`src/verilog/gpsr_pkg.sv`:
```
package gpsr_pkg;

	// ---------------------------------------------------------------
	// Port geometry
	// ---------------------------------------------------------------
	localparam int PIN_COUNT    = 6;
	localparam int OUT_ONLY_PIN = 4;
	localparam int IN_ONLY_PIN  = 5;

	// ---------------------------------------------------------------
	// Register byte offsets
	// ---------------------------------------------------------------
	localparam logic [7:0] OFS_PORT_DATA   = 8'h00;
	localparam logic [7:0] OFS_PORT_DIR    = 8'h04;
	localparam logic [7:0] OFS_PULLUP      = 8'h08;
	localparam logic [7:0] OFS_SLEW        = 8'h0c;
	localparam logic [7:0] OFS_DRIVE       = 8'h10;
	localparam logic [7:0] OFS_PIN_FUNC    = 8'h14;
	localparam logic [7:0] OFS_POWER_CTRL2 = 8'h18;
	localparam logic [7:0] OFS_POWER_STATE = 8'h1c;

	// ---------------------------------------------------------------
	// Field positions of power_mgmt_status_control_2 and the pin function register
	// ---------------------------------------------------------------
	localparam int WARN_FLAG_BIT    = 7;
	localparam int WARN_ACK_BIT     = 6;
	localparam int DETECT_TRIP_BIT  = 5;
	localparam int WARN_TRIP_BIT    = 4;
	localparam int PPD_FLAG_BIT     = 3;
	localparam int PPD_ACK_BIT      = 2;
	localparam int STOP_DEPTH_BIT   = 0;
	localparam int BKGD_FUNC_BIT    = 0;

	// ---------------------------------------------------------------
	// Reset values
	// ---------------------------------------------------------------
	localparam logic [5:0] PORT_REG_RESET  = 6'h00;
	localparam logic       BKGD_FUNC_RESET = 1'b1;
	localparam logic [7:0] POWER2_RESET    = 8'h00;

	// ---------------------------------------------------------------
	// Power states
	// ---------------------------------------------------------------
	typedef enum logic [4:0]
	{
		ST_RUN   = 5'b00001,
		ST_LIGHT = 5'b00010,
		ST_PPD   = 5'b00100,
		ST_DEEP  = 5'b01000,
		ST_HOLD  = 5'b10000
	} gpsr_state_type;

	typedef struct packed
	{
		gpsr_state_type state;
		logic [5:0]     portData;
		logic [5:0]     portDir;
		logic [5:0]     pullReg;
		logic [5:0]     slewReg;
		logic [5:0]     driveReg;
		logic           bkgdFunc;
		logic           warnFlag;
		logic           detectTrip;
		logic           warnTrip;
		logic           ppdFlag;
		logic           stopDepth;
		logic           stopDepthLocked;
		logic [5:0]     holdOut;
		logic [5:0]     holdOe;
		logic [5:0]     holdPull;
		logic [5:0]     holdSlew;
		logic [5:0]     holdDrive;
		logic           ack;
		logic [7:0]     rdData;
	} gpsr_regs_type;

endpackage

```
`src/verilog/gpsr_port.sv`:
```
`timescale 1ns/1ps

// Overview of operation
// - Enabled shared peripheral takes the pin
// - Reset: debug function on output-only pin, others inputs, pullups off
// - Direction bit drives buffer, selects read source
// - Input buffer on unless analog or output-only
// - Shared digital drives pin; direction picks read
// - Analog kills both buffers; input reads zero
// - Analog wins over digital alternate function
// - Deepest stop: all port state to reset
// - Partial power-down latches pins; registers lost
// - Light stop keeps every pin and function
// - Warning flag sets on low supply
// - Warning ack clears flag if warning gone
// - Detect trip select, power-on reset only
// - Warning trip select, power-on reset only
// - Power-down flag set on partial power-down exit
// - Power-down ack write clears the flag
// - Stop depth select accepts first write only
// - Pullup, slew, drive independent of data
// - Pullup only on plain GPIO inputs
module gpsr_port
(
	// Clock and resets
	input  wire logic        clk_sys,
	input  wire logic        rst,
	input  wire logic        porReset,
	// Wishbone slave
	input  wire logic        cyc_i,
	input  wire logic        stb_i,
	input  wire logic        we_i,
	input  wire logic [7:0]  adr_i,
	input  wire logic [3:0]  sel_i,
	input  wire logic [31:0] dat_i,
	output logic      [31:0] dat_o,
	output logic             ack_o,
	// Stop mode sequencing
	input  wire logic        stopEnter,
	input  wire logic        stopDeep,
	input  wire logic        stopExit,
	output logic             pinsHeld,
	// Supply monitor
	input  wire logic        lowVoltWarnPresent,
	output logic             detectTripSelect,
	output logic             warnTripSelect,
	output logic             stopDepthSelect,
	// Shared peripheral functions
	input  wire logic [5:0]  periphDigEn,
	input  wire logic [5:0]  periphDigOut,
	input  wire logic [5:0]  periphDigOe,
	input  wire logic [5:0]  periphAnaEn,
	output logic      [5:0]  periphDigIn,
	// Background debug on the output-only pin
	input  wire logic        bkgdOut,
	input  wire logic        bkgdOe,
	// Port pins
	input  wire logic [5:0]  pinIn,
	output logic      [5:0]  pinOut,
	output logic      [5:0]  pinOe,
	output logic      [5:0]  pinPullup,
	output logic      [5:0]  pinSlew,
	output logic      [5:0]  pinDrive,
	output logic      [5:0]  pinInBufEn
);

	// ---------------------------------------------------------------
	// Helpers
	// ---------------------------------------------------------------
	function automatic logic regHit
	(
		input logic [7:0] addr,
		input logic [7:0] ofs
	);
		regHit = (addr[7:2] == ofs[7:2]);
	endfunction

	localparam gpsr_pkg::gpsr_regs_type REGS_RESET = '{
		state:    gpsr_pkg::ST_RUN,
		portData: gpsr_pkg::PORT_REG_RESET,
		portDir:  gpsr_pkg::PORT_REG_RESET,
		pullReg:  gpsr_pkg::PORT_REG_RESET,
		slewReg:  gpsr_pkg::PORT_REG_RESET,
		driveReg: gpsr_pkg::PORT_REG_RESET,
		bkgdFunc: gpsr_pkg::BKGD_FUNC_RESET,
		default:  '0
	};

	gpsr_pkg::gpsr_regs_type cur;
	gpsr_pkg::gpsr_regs_type next_cur;

	logic [5:0] liveOut;
	logic [5:0] liveOe;
	logic [5:0] livePull;
	logic [5:0] readBits;
	logic [5:0] digEn;
	logic [5:0] digOut;
	logic [5:0] digOe;
	logic       held;
	logic       busWrite;
	logic [7:0] power2Read;

	// ---------------------------------------------------------------
	// Per-pin steering
	// ---------------------------------------------------------------
	genvar i;
	generate
		for (i = 0; i < gpsr_pkg::PIN_COUNT; i++)
		begin : gPin
			logic analog;
			logic inBuf;
			assign analog = periphAnaEn[i];
			if (i == gpsr_pkg::OUT_ONLY_PIN)
			begin : gOutOnly
				// Debug function owns the pin until software frees it
				assign digEn[i]  = periphDigEn[i] | cur.bkgdFunc;
				assign digOut[i] = cur.bkgdFunc ? bkgdOut : periphDigOut[i];
				assign digOe[i]  = cur.bkgdFunc ? bkgdOe : periphDigOe[i];
				assign inBuf     = 1'b0;
				// Output-only: direction has no effect, driver on unless analog; a shared function that owns the pin sets it by its own enable
				assign liveOe[i] = analog ? 1'b0 :
					(digEn[i] ? digOe[i] : 1'b1);
				assign readBits[i] = cur.portData[i];
			end
			else if (i == gpsr_pkg::IN_ONLY_PIN)
			begin : gInOnly
				assign digEn[i]    = periphDigEn[i];
				assign digOut[i]   = periphDigOut[i];
				assign digOe[i]    = 1'b0;
				assign inBuf       = ~analog;
				assign liveOe[i]   = 1'b0;
				assign readBits[i] = pinIn[i] & inBuf;
			end
			else
			begin : gBidir
				assign digEn[i]  = periphDigEn[i];
				assign digOut[i] = periphDigOut[i];
				assign digOe[i]  = periphDigOe[i];
				assign inBuf     = ~analog;
				assign liveOe[i] = analog ? 1'b0 :
					(digEn[i] ? digOe[i] : cur.portDir[i]);
				// Direction keeps choosing the read source under sharing
				assign readBits[i] = cur.portDir[i] ? cur.portData[i] :
					(pinIn[i] & inBuf);
			end
			assign liveOut[i] = (digEn[i] & ~analog) ?
				digOut[i] : cur.portData[i];
			// Pullup only for a plain GPIO input
			assign livePull[i] = cur.pullReg[i] & ~liveOe[i] & ~digEn[i]
				& ~analog & (i != gpsr_pkg::OUT_ONLY_PIN);
			assign pinInBufEn[i]  = inBuf;
			assign periphDigIn[i] = pinIn[i] & inBuf;
		end
	endgenerate

	// ---------------------------------------------------------------
	// Pin outputs, retention latches override
	// ---------------------------------------------------------------
	assign held = (cur.state == gpsr_pkg::ST_PPD)
		| (cur.state == gpsr_pkg::ST_HOLD);
	assign pinOut    = held ? cur.holdOut   : liveOut;
	assign pinOe     = held ? cur.holdOe    : liveOe;
	assign pinPullup = held ? cur.holdPull  : livePull;
	// Slew and drive bypass data and direction entirely
	assign pinSlew   = held ? cur.holdSlew  : cur.slewReg;
	assign pinDrive  = held ? cur.holdDrive : cur.driveReg;
	assign pinsHeld  = held;

	assign detectTripSelect = cur.detectTrip;
	assign warnTripSelect   = cur.warnTrip;
	assign stopDepthSelect  = cur.stopDepth;
	assign ack_o            = cur.ack;
	assign dat_o            = {24'h000000, cur.rdData};

	// ---------------------------------------------------------------
	// Read mux
	// ---------------------------------------------------------------
	always_comb
	begin
		power2Read = gpsr_pkg::POWER2_RESET;
		power2Read[gpsr_pkg::WARN_FLAG_BIT]   = cur.warnFlag;
		power2Read[gpsr_pkg::DETECT_TRIP_BIT] = cur.detectTrip;
		power2Read[gpsr_pkg::WARN_TRIP_BIT]   = cur.warnTrip;
		power2Read[gpsr_pkg::PPD_FLAG_BIT]    = cur.ppdFlag;
		power2Read[gpsr_pkg::STOP_DEPTH_BIT]  = cur.stopDepth;
	end

	// Write takes effect on the edge where the master sees ack
	assign busWrite = cyc_i & stb_i & we_i & cur.ack & sel_i[0];

	// ---------------------------------------------------------------
	// Next state
	// ---------------------------------------------------------------
	always_comb
	begin
		next_cur     = cur;
		next_cur.ack = cyc_i & stb_i & ~cur.ack;
		next_cur.rdData = 8'h00;
		if (regHit(adr_i, gpsr_pkg::OFS_PORT_DATA))
			next_cur.rdData = {2'b00, readBits};
		else if (regHit(adr_i, gpsr_pkg::OFS_PORT_DIR))
			next_cur.rdData = {3'b000, cur.portDir[4:0]};
		else if (regHit(adr_i, gpsr_pkg::OFS_PULLUP))
			next_cur.rdData = {2'b00, cur.pullReg};
		else if (regHit(adr_i, gpsr_pkg::OFS_SLEW))
			next_cur.rdData = {2'b00, cur.slewReg};
		else if (regHit(adr_i, gpsr_pkg::OFS_DRIVE))
			next_cur.rdData = {2'b00, cur.driveReg};
		else if (regHit(adr_i, gpsr_pkg::OFS_PIN_FUNC))
			next_cur.rdData = {7'h00, cur.bkgdFunc};
		else if (regHit(adr_i, gpsr_pkg::OFS_POWER_CTRL2))
			next_cur.rdData = power2Read;
		else if (regHit(adr_i, gpsr_pkg::OFS_POWER_STATE))
			next_cur.rdData = {3'b000, cur.state};

		if (busWrite)
		begin
			if (regHit(adr_i, gpsr_pkg::OFS_PORT_DATA))
				next_cur.portData = dat_i[5:0];
			if (regHit(adr_i, gpsr_pkg::OFS_PORT_DIR))
				next_cur.portDir = {1'b0, dat_i[4:0]};
			if (regHit(adr_i, gpsr_pkg::OFS_PULLUP))
				next_cur.pullReg = dat_i[5:0];
			if (regHit(adr_i, gpsr_pkg::OFS_SLEW))
				next_cur.slewReg = dat_i[5:0];
			if (regHit(adr_i, gpsr_pkg::OFS_DRIVE))
				next_cur.driveReg = dat_i[5:0];
			if (regHit(adr_i, gpsr_pkg::OFS_PIN_FUNC))
				next_cur.bkgdFunc = dat_i[gpsr_pkg::BKGD_FUNC_BIT];
			if (regHit(adr_i, gpsr_pkg::OFS_POWER_CTRL2))
			begin
				// A warning still present keeps the flag up
				if (dat_i[gpsr_pkg::WARN_ACK_BIT] & ~lowVoltWarnPresent)
					next_cur.warnFlag = 1'b0;
				next_cur.detectTrip =
					dat_i[gpsr_pkg::DETECT_TRIP_BIT];
				next_cur.warnTrip = dat_i[gpsr_pkg::WARN_TRIP_BIT];
				if (dat_i[gpsr_pkg::PPD_ACK_BIT])
				begin
					next_cur.ppdFlag = 1'b0;
					if (cur.state == gpsr_pkg::ST_HOLD)
						next_cur.state = gpsr_pkg::ST_RUN;
				end
				if (~cur.stopDepthLocked)
				begin
					next_cur.stopDepth =
						dat_i[gpsr_pkg::STOP_DEPTH_BIT];
					next_cur.stopDepthLocked = 1'b1;
				end
			end
		end

		// Level set wins over an acknowledge in the same cycle
		if (lowVoltWarnPresent)
			next_cur.warnFlag = 1'b1;

		case (cur.state)
			gpsr_pkg::ST_RUN:
			begin
				if (stopEnter)
				begin
					if (stopDeep)
						next_cur.state = gpsr_pkg::ST_DEEP;
					else if (cur.stopDepth)
					begin
						next_cur.state     = gpsr_pkg::ST_PPD;
						next_cur.holdOut   = liveOut;
						next_cur.holdOe    = liveOe;
						next_cur.holdPull  = livePull;
						next_cur.holdSlew  = cur.slewReg;
						next_cur.holdDrive = cur.driveReg;
					end
					else
						next_cur.state = gpsr_pkg::ST_LIGHT;
				end
			end
			gpsr_pkg::ST_LIGHT:
			begin
				// Nothing is touched: light stop keeps logic powered
				if (stopExit)
					next_cur.state = gpsr_pkg::ST_RUN;
			end
			gpsr_pkg::ST_PPD:
			begin
				// Register contents are not retained, only the latches
				next_cur.portData = gpsr_pkg::PORT_REG_RESET;
				next_cur.portDir  = gpsr_pkg::PORT_REG_RESET;
				next_cur.pullReg  = gpsr_pkg::PORT_REG_RESET;
				next_cur.slewReg  = gpsr_pkg::PORT_REG_RESET;
				next_cur.driveReg = gpsr_pkg::PORT_REG_RESET;
				next_cur.bkgdFunc = gpsr_pkg::BKGD_FUNC_RESET;
				if (stopExit)
				begin
					next_cur.state   = gpsr_pkg::ST_HOLD;
					next_cur.ppdFlag = 1'b1;
				end
			end
			gpsr_pkg::ST_DEEP:
			begin
				// Port registers return to reset defaults while powered off
				next_cur.portData = gpsr_pkg::PORT_REG_RESET;
				next_cur.portDir  = gpsr_pkg::PORT_REG_RESET;
				next_cur.pullReg  = gpsr_pkg::PORT_REG_RESET;
				next_cur.slewReg  = gpsr_pkg::PORT_REG_RESET;
				next_cur.driveReg = gpsr_pkg::PORT_REG_RESET;
				next_cur.bkgdFunc = gpsr_pkg::BKGD_FUNC_RESET;
				next_cur.ppdFlag  = 1'b0;
				if (stopExit)
					next_cur.state = gpsr_pkg::ST_RUN;
			end
			gpsr_pkg::ST_HOLD:
			begin
				// Left only by the acknowledge write above
				next_cur.state = next_cur.state;
			end
			default:
			begin
				next_cur.state = gpsr_pkg::ST_RUN;
			end
		endcase
	end

	// ---------------------------------------------------------------
	// State register
	// ---------------------------------------------------------------
	always_ff @(posedge clk_sys)
	begin
		if (porReset)
			cur <= REGS_RESET;
		else if (rst)
		begin
			// Trip selects survive every reset but power-on
			cur            <= REGS_RESET;
			cur.detectTrip <= cur.detectTrip;
			cur.warnTrip   <= cur.warnTrip;
		end
		else
			cur <= next_cur;
	end

endmodule

```
`config.mk`:
```
export PLATFORM = sky130hd
export DESIGN_NAME = gpsr_port
export DESIGN_NICKNAME = d
export VERILOG_FILES = /design/src/verilog/gpsr_pkg.sv /design/src/verilog/gpsr_port.sv
export SDC_FILE = /design/constraint.sdc
export NUM_CORES = 1
export LEC_CHECK = 0
export BUFFER_PORTS_ARGS = -buffer_cell sky130_fd_sc_hd__buf_2
export CAP_MARGIN = 20
export CORE_MARGIN = 4
export CORE_UTILIZATION = 40
export CTS_CLUSTER_DIAMETER = 200
export DETAILED_ROUTE_END_ITERATION = 8
export PLACE_DENSITY = 0.67
export SYNTH_ARGS = -nofsm -noshare
export SYNTH_HDL_FRONTEND = slang
export SYNTH_SLANG_ARGS = --single-unit
```
`constraint.sdc`:
```
create_clock -name clk_sys -period 2.4 [get_ports clk_sys]
set_clock_uncertainty 0.1 [all_clocks]
set_input_delay 0.48 -clock clk_sys [delete_from_list [all_inputs] [get_ports clk_sys]]
set_output_delay 0.48 -clock clk_sys [all_outputs]
set_load 0.05 [all_outputs]
```
==> impl_metrics.yaml, run 1 <==
floorplan:
  placementRows: 37
  die_y_um: 111.5
  die_width_um: 111.5
  ioPinCount: 165
  coreArea_sq_mm: 0.01037
  floorplan.initialDensity: 0.4132
  dieArea_sq_mm: 0.01243
clock_tree:
  htreeDepth: 3
  cts_buffers: 9
  cts_tree: "done"
  clock-root-buffer: "clkbuf_8"
  worstSkewPairLatency_ns: 0.36
  cts.sinks: 77
  clkTransAtPathRegs_ns: 0.08
  hold_buffers: 0
  cts_max_path_buffers: 2
global_routing:
  grt_pass1_vias: 3778
  grt_max_degree: 37
  antenna_found_initial: 0
  track_usage: 0.1950
  use_met3: 0.04728
  busiest_layer: "met2"
  met1_usage: 0.2550
  grt_first_pass_wirelength_um: 19670
  gr-usage-met2: 0.3281
  grt-ovfl-total: 0
worst_setup_path:
  critPathLaunchType: "register"
  cp-end-kind: "output port"
  rr_worst_depth: 5
  reg2reg_slack_ns: 0.47
  timing.rr.end: "cur[80]"
  crit_arrival_ns: 1.76
  critical_path_class: "register to output port"
  worstPathMaxFanout: 17
  r2r_start: "cur[79]"
  cp.required_ns: 1.82
detailed_routing:
  ant_nets: 0
  wl_per_cell_um: 15.41
  drt_iter0_drc: 185
  wl_um: 12070
  drc_errors: 0
  vias: 3936
  viasPerCell: 5.027
  drtPass1Iterations: 4
flow_run:
  cap_violations: 0
layout:
  antennaDiodeCount: 0
  drive_gt1_frac: 0.2751
  fillerInstances: 995
  layout_common_cells: "nand2_1 (108), buf_2 (80), dfxtp_1 (77)"
  final_nets: 728
  ff_latch_area_sq_mm: 0.001541
  final_common_cell: "nand2_1"
  multi_input_comb_area_sq_mm: 0.002416
  syn_to_final_growth_pct: 21.49
  stdcell_count: 783
outcome:
  status: "finished clean"
placement:
  dpl.hpwl_um: 9039
  place_ws_ns: 0.08700
  port_buffers: 103
  place_congestion: 0.8529
  dp_cells: 765
logic_synthesis:
  synth_top_area_frac: 0.3597
  syn_area_sq_mm: 0.004285
  yosysUniqueCellTypes: 50
  seq_area_frac_synth: 0.3597
  ys_top_cells_by_area: "dfxtp_1 (36%), mux2i_1 (10%), nand2_1 (10%)"
  yosys_warnings: 0
  syn-instance-count: 545
  synth_ff_type: "dfxtp_1"
  syn_area_per_cell_sq_um: 7.863
  async_flop_share: 0
  synth-seq-cells: 77
  synth_area_leader_cell: "dfxtp_1"
  synth-edff-count: 0
sta:
  finalSetupViolCount: 0
  max-slew-margin-rel: 0.5075
  tightest_slew_ns: 0.7388
  finalWorstSetupSlack_ns: 0.05580
  timing.final.crit_share: 0.9767
  finalCriticalPeriod_ns: 2.344
  rsz0062_at_grt: "yes"
  finalHoldViolCount: 0
  drv_slew: 0
  tns_ns: 0
  fmax_mhz: 426.6
hold_path:
  whs_endpoint: "warnTripSelect"
  hold_depth: 2
  hold_start: "porReset"
  hold_class: "primary input to register"
pwr:
  power_density_mw_per_mm2: 500.0
  p_leak_nw: 2.284
  finalPower_w: 0.002603
  ir_drop_v: 0.0002554
[cell usage after synthesis, types with 3 or more instances]
library cell	count
nor3_1	11
nand3_1	7
nor2_1	55
a21boi_0	6
o21ai_0	12
buf_2	4
nand2b_1	7
nand2_1	117
o211ai_1	3
nor4b_1	5
mux2i_1	44
a21oi_1	34
a211oi_1	11
a31oi_1	6
xnor2_1	3
o21a_1	5
nor2b_1	10
nand4_1	3
buf_4	41
nor4_4	3
and4_1	3
inv_1	13
clkbuf_1	26
dfxtp_1	77
[critical path, cell delays in order (launching register included)]
cell       delay [ns]
dfxtp_1          0.34
nor3_4           0.24
nand2b_4         0.12
bufbuf_16        0.31
a21oi_4          0.20
buf_6            0.19
[power breakdown]
group	switching, W	internal (W)	total (W)
Sequential	0.00000316	0.00128	0.00128
Combinational	0.000294	0.000109	0.000402
Clock	0.000530	0.000387	0.000918
Total	0.000827	0.00178	0.00260
[registers in the layout, indices dropped and copies added (netlist names)]
| name | cells |
|---|---|
| cur | 66 |
| dat_o | 7 |
| warnTripSelect | 1 |
| stopDepthSelect | 1 |
| ack_o | 1 |
| detectTripSelect | 1 |
[metrics by stage]
stage	hold slack, ns	utilization	instance area, sq um
5_1_grt	0.2237	0.5021	5206
6_report	0.2251	0.5021	5206
3_3_place_gp	0.3422	0.4719	4893
4_1_cts	0.2214	0.5000	5185
3_5_place_dp	0.3471	0.4719	4893
2_1_floorplan	0.3366	-	4424
[metal layers]
layer / vias up / wire length, um / part of all wire
met4: 0 / 142 / 0.012
met5: - / 0 / 0
met2: 130 / 5800 / 0.48
met1: 1819 / 5303 / 0.44
met3: 11 / 820 / 0.068
li1: 1976 / - / -
[cell families after synthesis]
logic type      after synthesis  share of synthesized area
flops                        77                     0.3597
compound gates               88                     0.1296
buf+inv                      87                     0.1168
mux                          47                     0.1159
other cells                   1                  0.0008751
simple gates                241                     0.2689
xor+xnor                      4                   0.008177
[area by class of cell]
cell class | instances | share of cell area
Inverter | 13 | 0.009373
Tap cell | 136 | 0.03268
Timing Repair Buffer | 132 | 0.1629
Clock inverter | 7 | 0.01106
Multi-Input combinational cell | 409 | 0.4641
Sequential cell | 77 | 0.2961
Clock buffer | 9 | 0.02379
[what timing repair did]
action                                  in CTS  in global routing
endpoints found under the setup margin      25                 18
endpoints found under the hold margin        0                  0
cloned                                       1                  0
pin swaps                                    0                  1
resized for setup                           26                  6
setup buffers                                0                  1
[how the worst max path moves through the flow]
stage | start | slack, ns | endpoint
2_1_floorplan | cur[79] | -0.14 | pinOut[0]
3_3_place_gp | adr_i[5] | 0.13 | cur[51]
3_5_place_dp | adr_i[5] | 0.09 | cur[66]
4_1_cts | cur[79] | 0.03 | pinOut[5]
5_1_grt | cur[77] | -0.01 | pinOut[3]
6_report | cur[77] | 0.06 | pinOut[3]
Note: power is estimated with default switching activity, not from simulation.
==> inputs of run 2 (changes only) <==
clock period = 2.7 ns   (was 2.4 ns; I/O delays follow)
==> impl_metrics.yaml, run 2 (synthesis results as in run 1) <==
pwr:
  combPwrFrac: 0.144
  p_sw_frac: 0.2954
  p_int_w: 0.001641
  seq_power_share: 0.491
  power_density_mw_per_mm2: 467.6
  power.switching_w: 0.0006880
  p_clk_frac: 0.365
  finalPower_w: 0.002329
  p_leak_nw: 2.185
  ir_drop_v: 0.0003325
worst_setup_path:
  critical-path-max-stage-delay_ns: 0.39
  cp.required_ns: 2.06
  cp_cell_sequence: "nor3_1, nand2b_1, clkinvlp_4, buf_12, nand2_1, nand2_1, buf_2"
  worstPathMaxFanout: 16
  cp-end-kind: "output port"
  rr_worst_depth: 6
  path_common_cell: "nand2_1"
  crit_arrival_ns: 1.92
  slowest_stage: "dfxtp_2"
  reg2reg_slack_ns: 0.75
  crit_buf_inv: 3
  critPathLaunchType: "register"
  timing.rr.end: "cur[33]"
  r2r_start: "cur[78]"
  cpLargestDelayFamily: "buffers and inverters"
  critical_path_class: "register to output port"
global_routing:
  track_usage: 0.1884
  antenna_found_initial: 0
  grt_pass1_vias: 3866
  grt_first_pass_wirelength_um: 19210
  grt_max_degree: 37
  grt-ovfl-total: 0
layout:
  layout_common_cells: "nand2_1 (117), buf_2 (103), dfxtp_1 (74)"
  largest_register: "cur"
  largest_reg_flops: 66
  syn_to_final_growth_pct: 16.23
  final_nets: 714
  drive_gt1_frac: 0.2453
  final_common_cell: "nand2_1"
  final_util: 0.4803
  antennaDiodeCount: 0
sta:
  whs_ns: 0.2963
  finalCriticalPeriod_ns: 2.564
  tightest_slew_ns: 0.8043
  finalHoldViolCount: 0
  fmax_mhz: 390.0
  drv_slew: 0
  timing.final.crit_share: 0.9496
  finalSetupViolCount: 0
  max-slew-margin-rel: 0.4638
floorplan:
  dieArea_sq_mm: 0.01243
  die_y_um: 111.5
  coreArea_sq_mm: 0.01037
  ioPinCount: 165
  placementRows: 37
  floorplan.initialDensity: 0.4132
  die_width_um: 111.5
clock_tree:
  clkTransAtPathRegs_ns: 0.08
  htreeDepth: 3
  worstSkewPairLatency_ns: 0.35
  cts_buffers: 9
  cts_max_path_buffers: 2
  clock-root-buffer: "clkbuf_8"
  cts.sinks: 77
  cts_tree: "done"
detailed_routing:
  vias: 3957
  wl_um: 11770
  ant_nets: 0
  viasPerCell: 5.152
  drtPass1Iterations: 5
  drc_errors: 0
  drt_iter0_drc: 263
  wl_per_cell_um: 15.32
flow_run:
  cap_violations: 0
hold_path:
  whs_endpoint: "cur[44]"
  hold_start: "lowVoltWarnPresent"
  hold_class: "primary input to register"
  hold_depth: 2
placement:
  port_buffers: 103
  place_congestion: 0.8219
  dpl.hpwl_um: 8766
outcome:
  status: "finished clean"
run 2: cell count changes in the layout (fill, tap and decap cells not counted), sizes merged:
cell	delta
clkinv	+1
bufinv	+1
bufbuf	-1
inv	-3
buf	-10
clkbuf	-3
run 2: cell type report:
class                      instances  area, sq um
fill                            1047         5389
multi-input combinational        409         2367
sequential                        77         1545
timing repair buffer             118        656.9
tap                              136        170.2
clock buffer                       9        123.9
clock inverter                     6        65.06
inverter                          13        52.55
run 2: repair_timing:
action | in CTS | in global routing
gates resized for setup | 4 | 1
hold buffers | 0 | 0
setup endpoints to repair | 16 | 29
buffers inserted | 0 | 1
run 2: worst reg2reg max path, cell delays in order (launching register included):
cell and delay (ns):
dfxtp_1 0.33, buf_4 0.17, nor3_1 0.33, and4_1 0.29
buf_4 0.35, nor2_1 0.07, a211oi_1 0.22
run 2: how the worst max path moves through the flow:
stage	depth (start not counted)	slack, ns	start	to
CTS	5	0.01	cur[76]	pinDrive[2]
detailed placement	5	0.21	adr_i[5]	cur[68]
global route	7	-0.002	cur[79]	pinPullup[3]
floorplan	6	0.10	cur[79]	pinOut[0]
finish	7	0.14	cur[79]	pinPullup[1]
global placement	5	0.23	adr_i[5]	cur[66]
run 2: routing by layer:
| metal | global-route usage | share of wire | vias up |
|---|---|---|---|
| li1 | - | - | 1947 |
| met1 | 0.2413 | 0.44 | 1862 |
| met2 | 0.3233 | 0.48 | 137 |
| met3 | 0.04728 | 0.073 | 11 |
| met4 | 0.03731 | 0.0095 | 0 |
| met5 | 0 | 0 | - |
run 2: per-stage QoR:
step,cell area (sq um),TNS (ns),setup WS (ns),std cells
2_1_floorplan,4402,0,0.1043,573
3_3_place_gp,4761,0,0.2283,752
3_5_place_dp,4761,0,0.2069,752
4_1_cts,4960,0,0.01481,767
5_1_grt,4981,-0.001676,-0.001676,768
6_report,4981,0,0.1360,768
run 2: power groups by stage:
| stage | registers (W) | clock network, W | logic, W |
|---|---|---|---|
| final | 0.00114 | 0.000850 | 0.000336 |
| after global routing | 0.00114 | 0.000916 | 0.000359 |
| after CTS | 0.00114 | 0.000871 | 0.000335 |
| after detailed placement | 0.00117 | 0 | 0.000334 |
| after global placement | 0.00117 | 0 | 0.000331 |
| after floorplan | 0.00117 | 0 | 0.000284 |
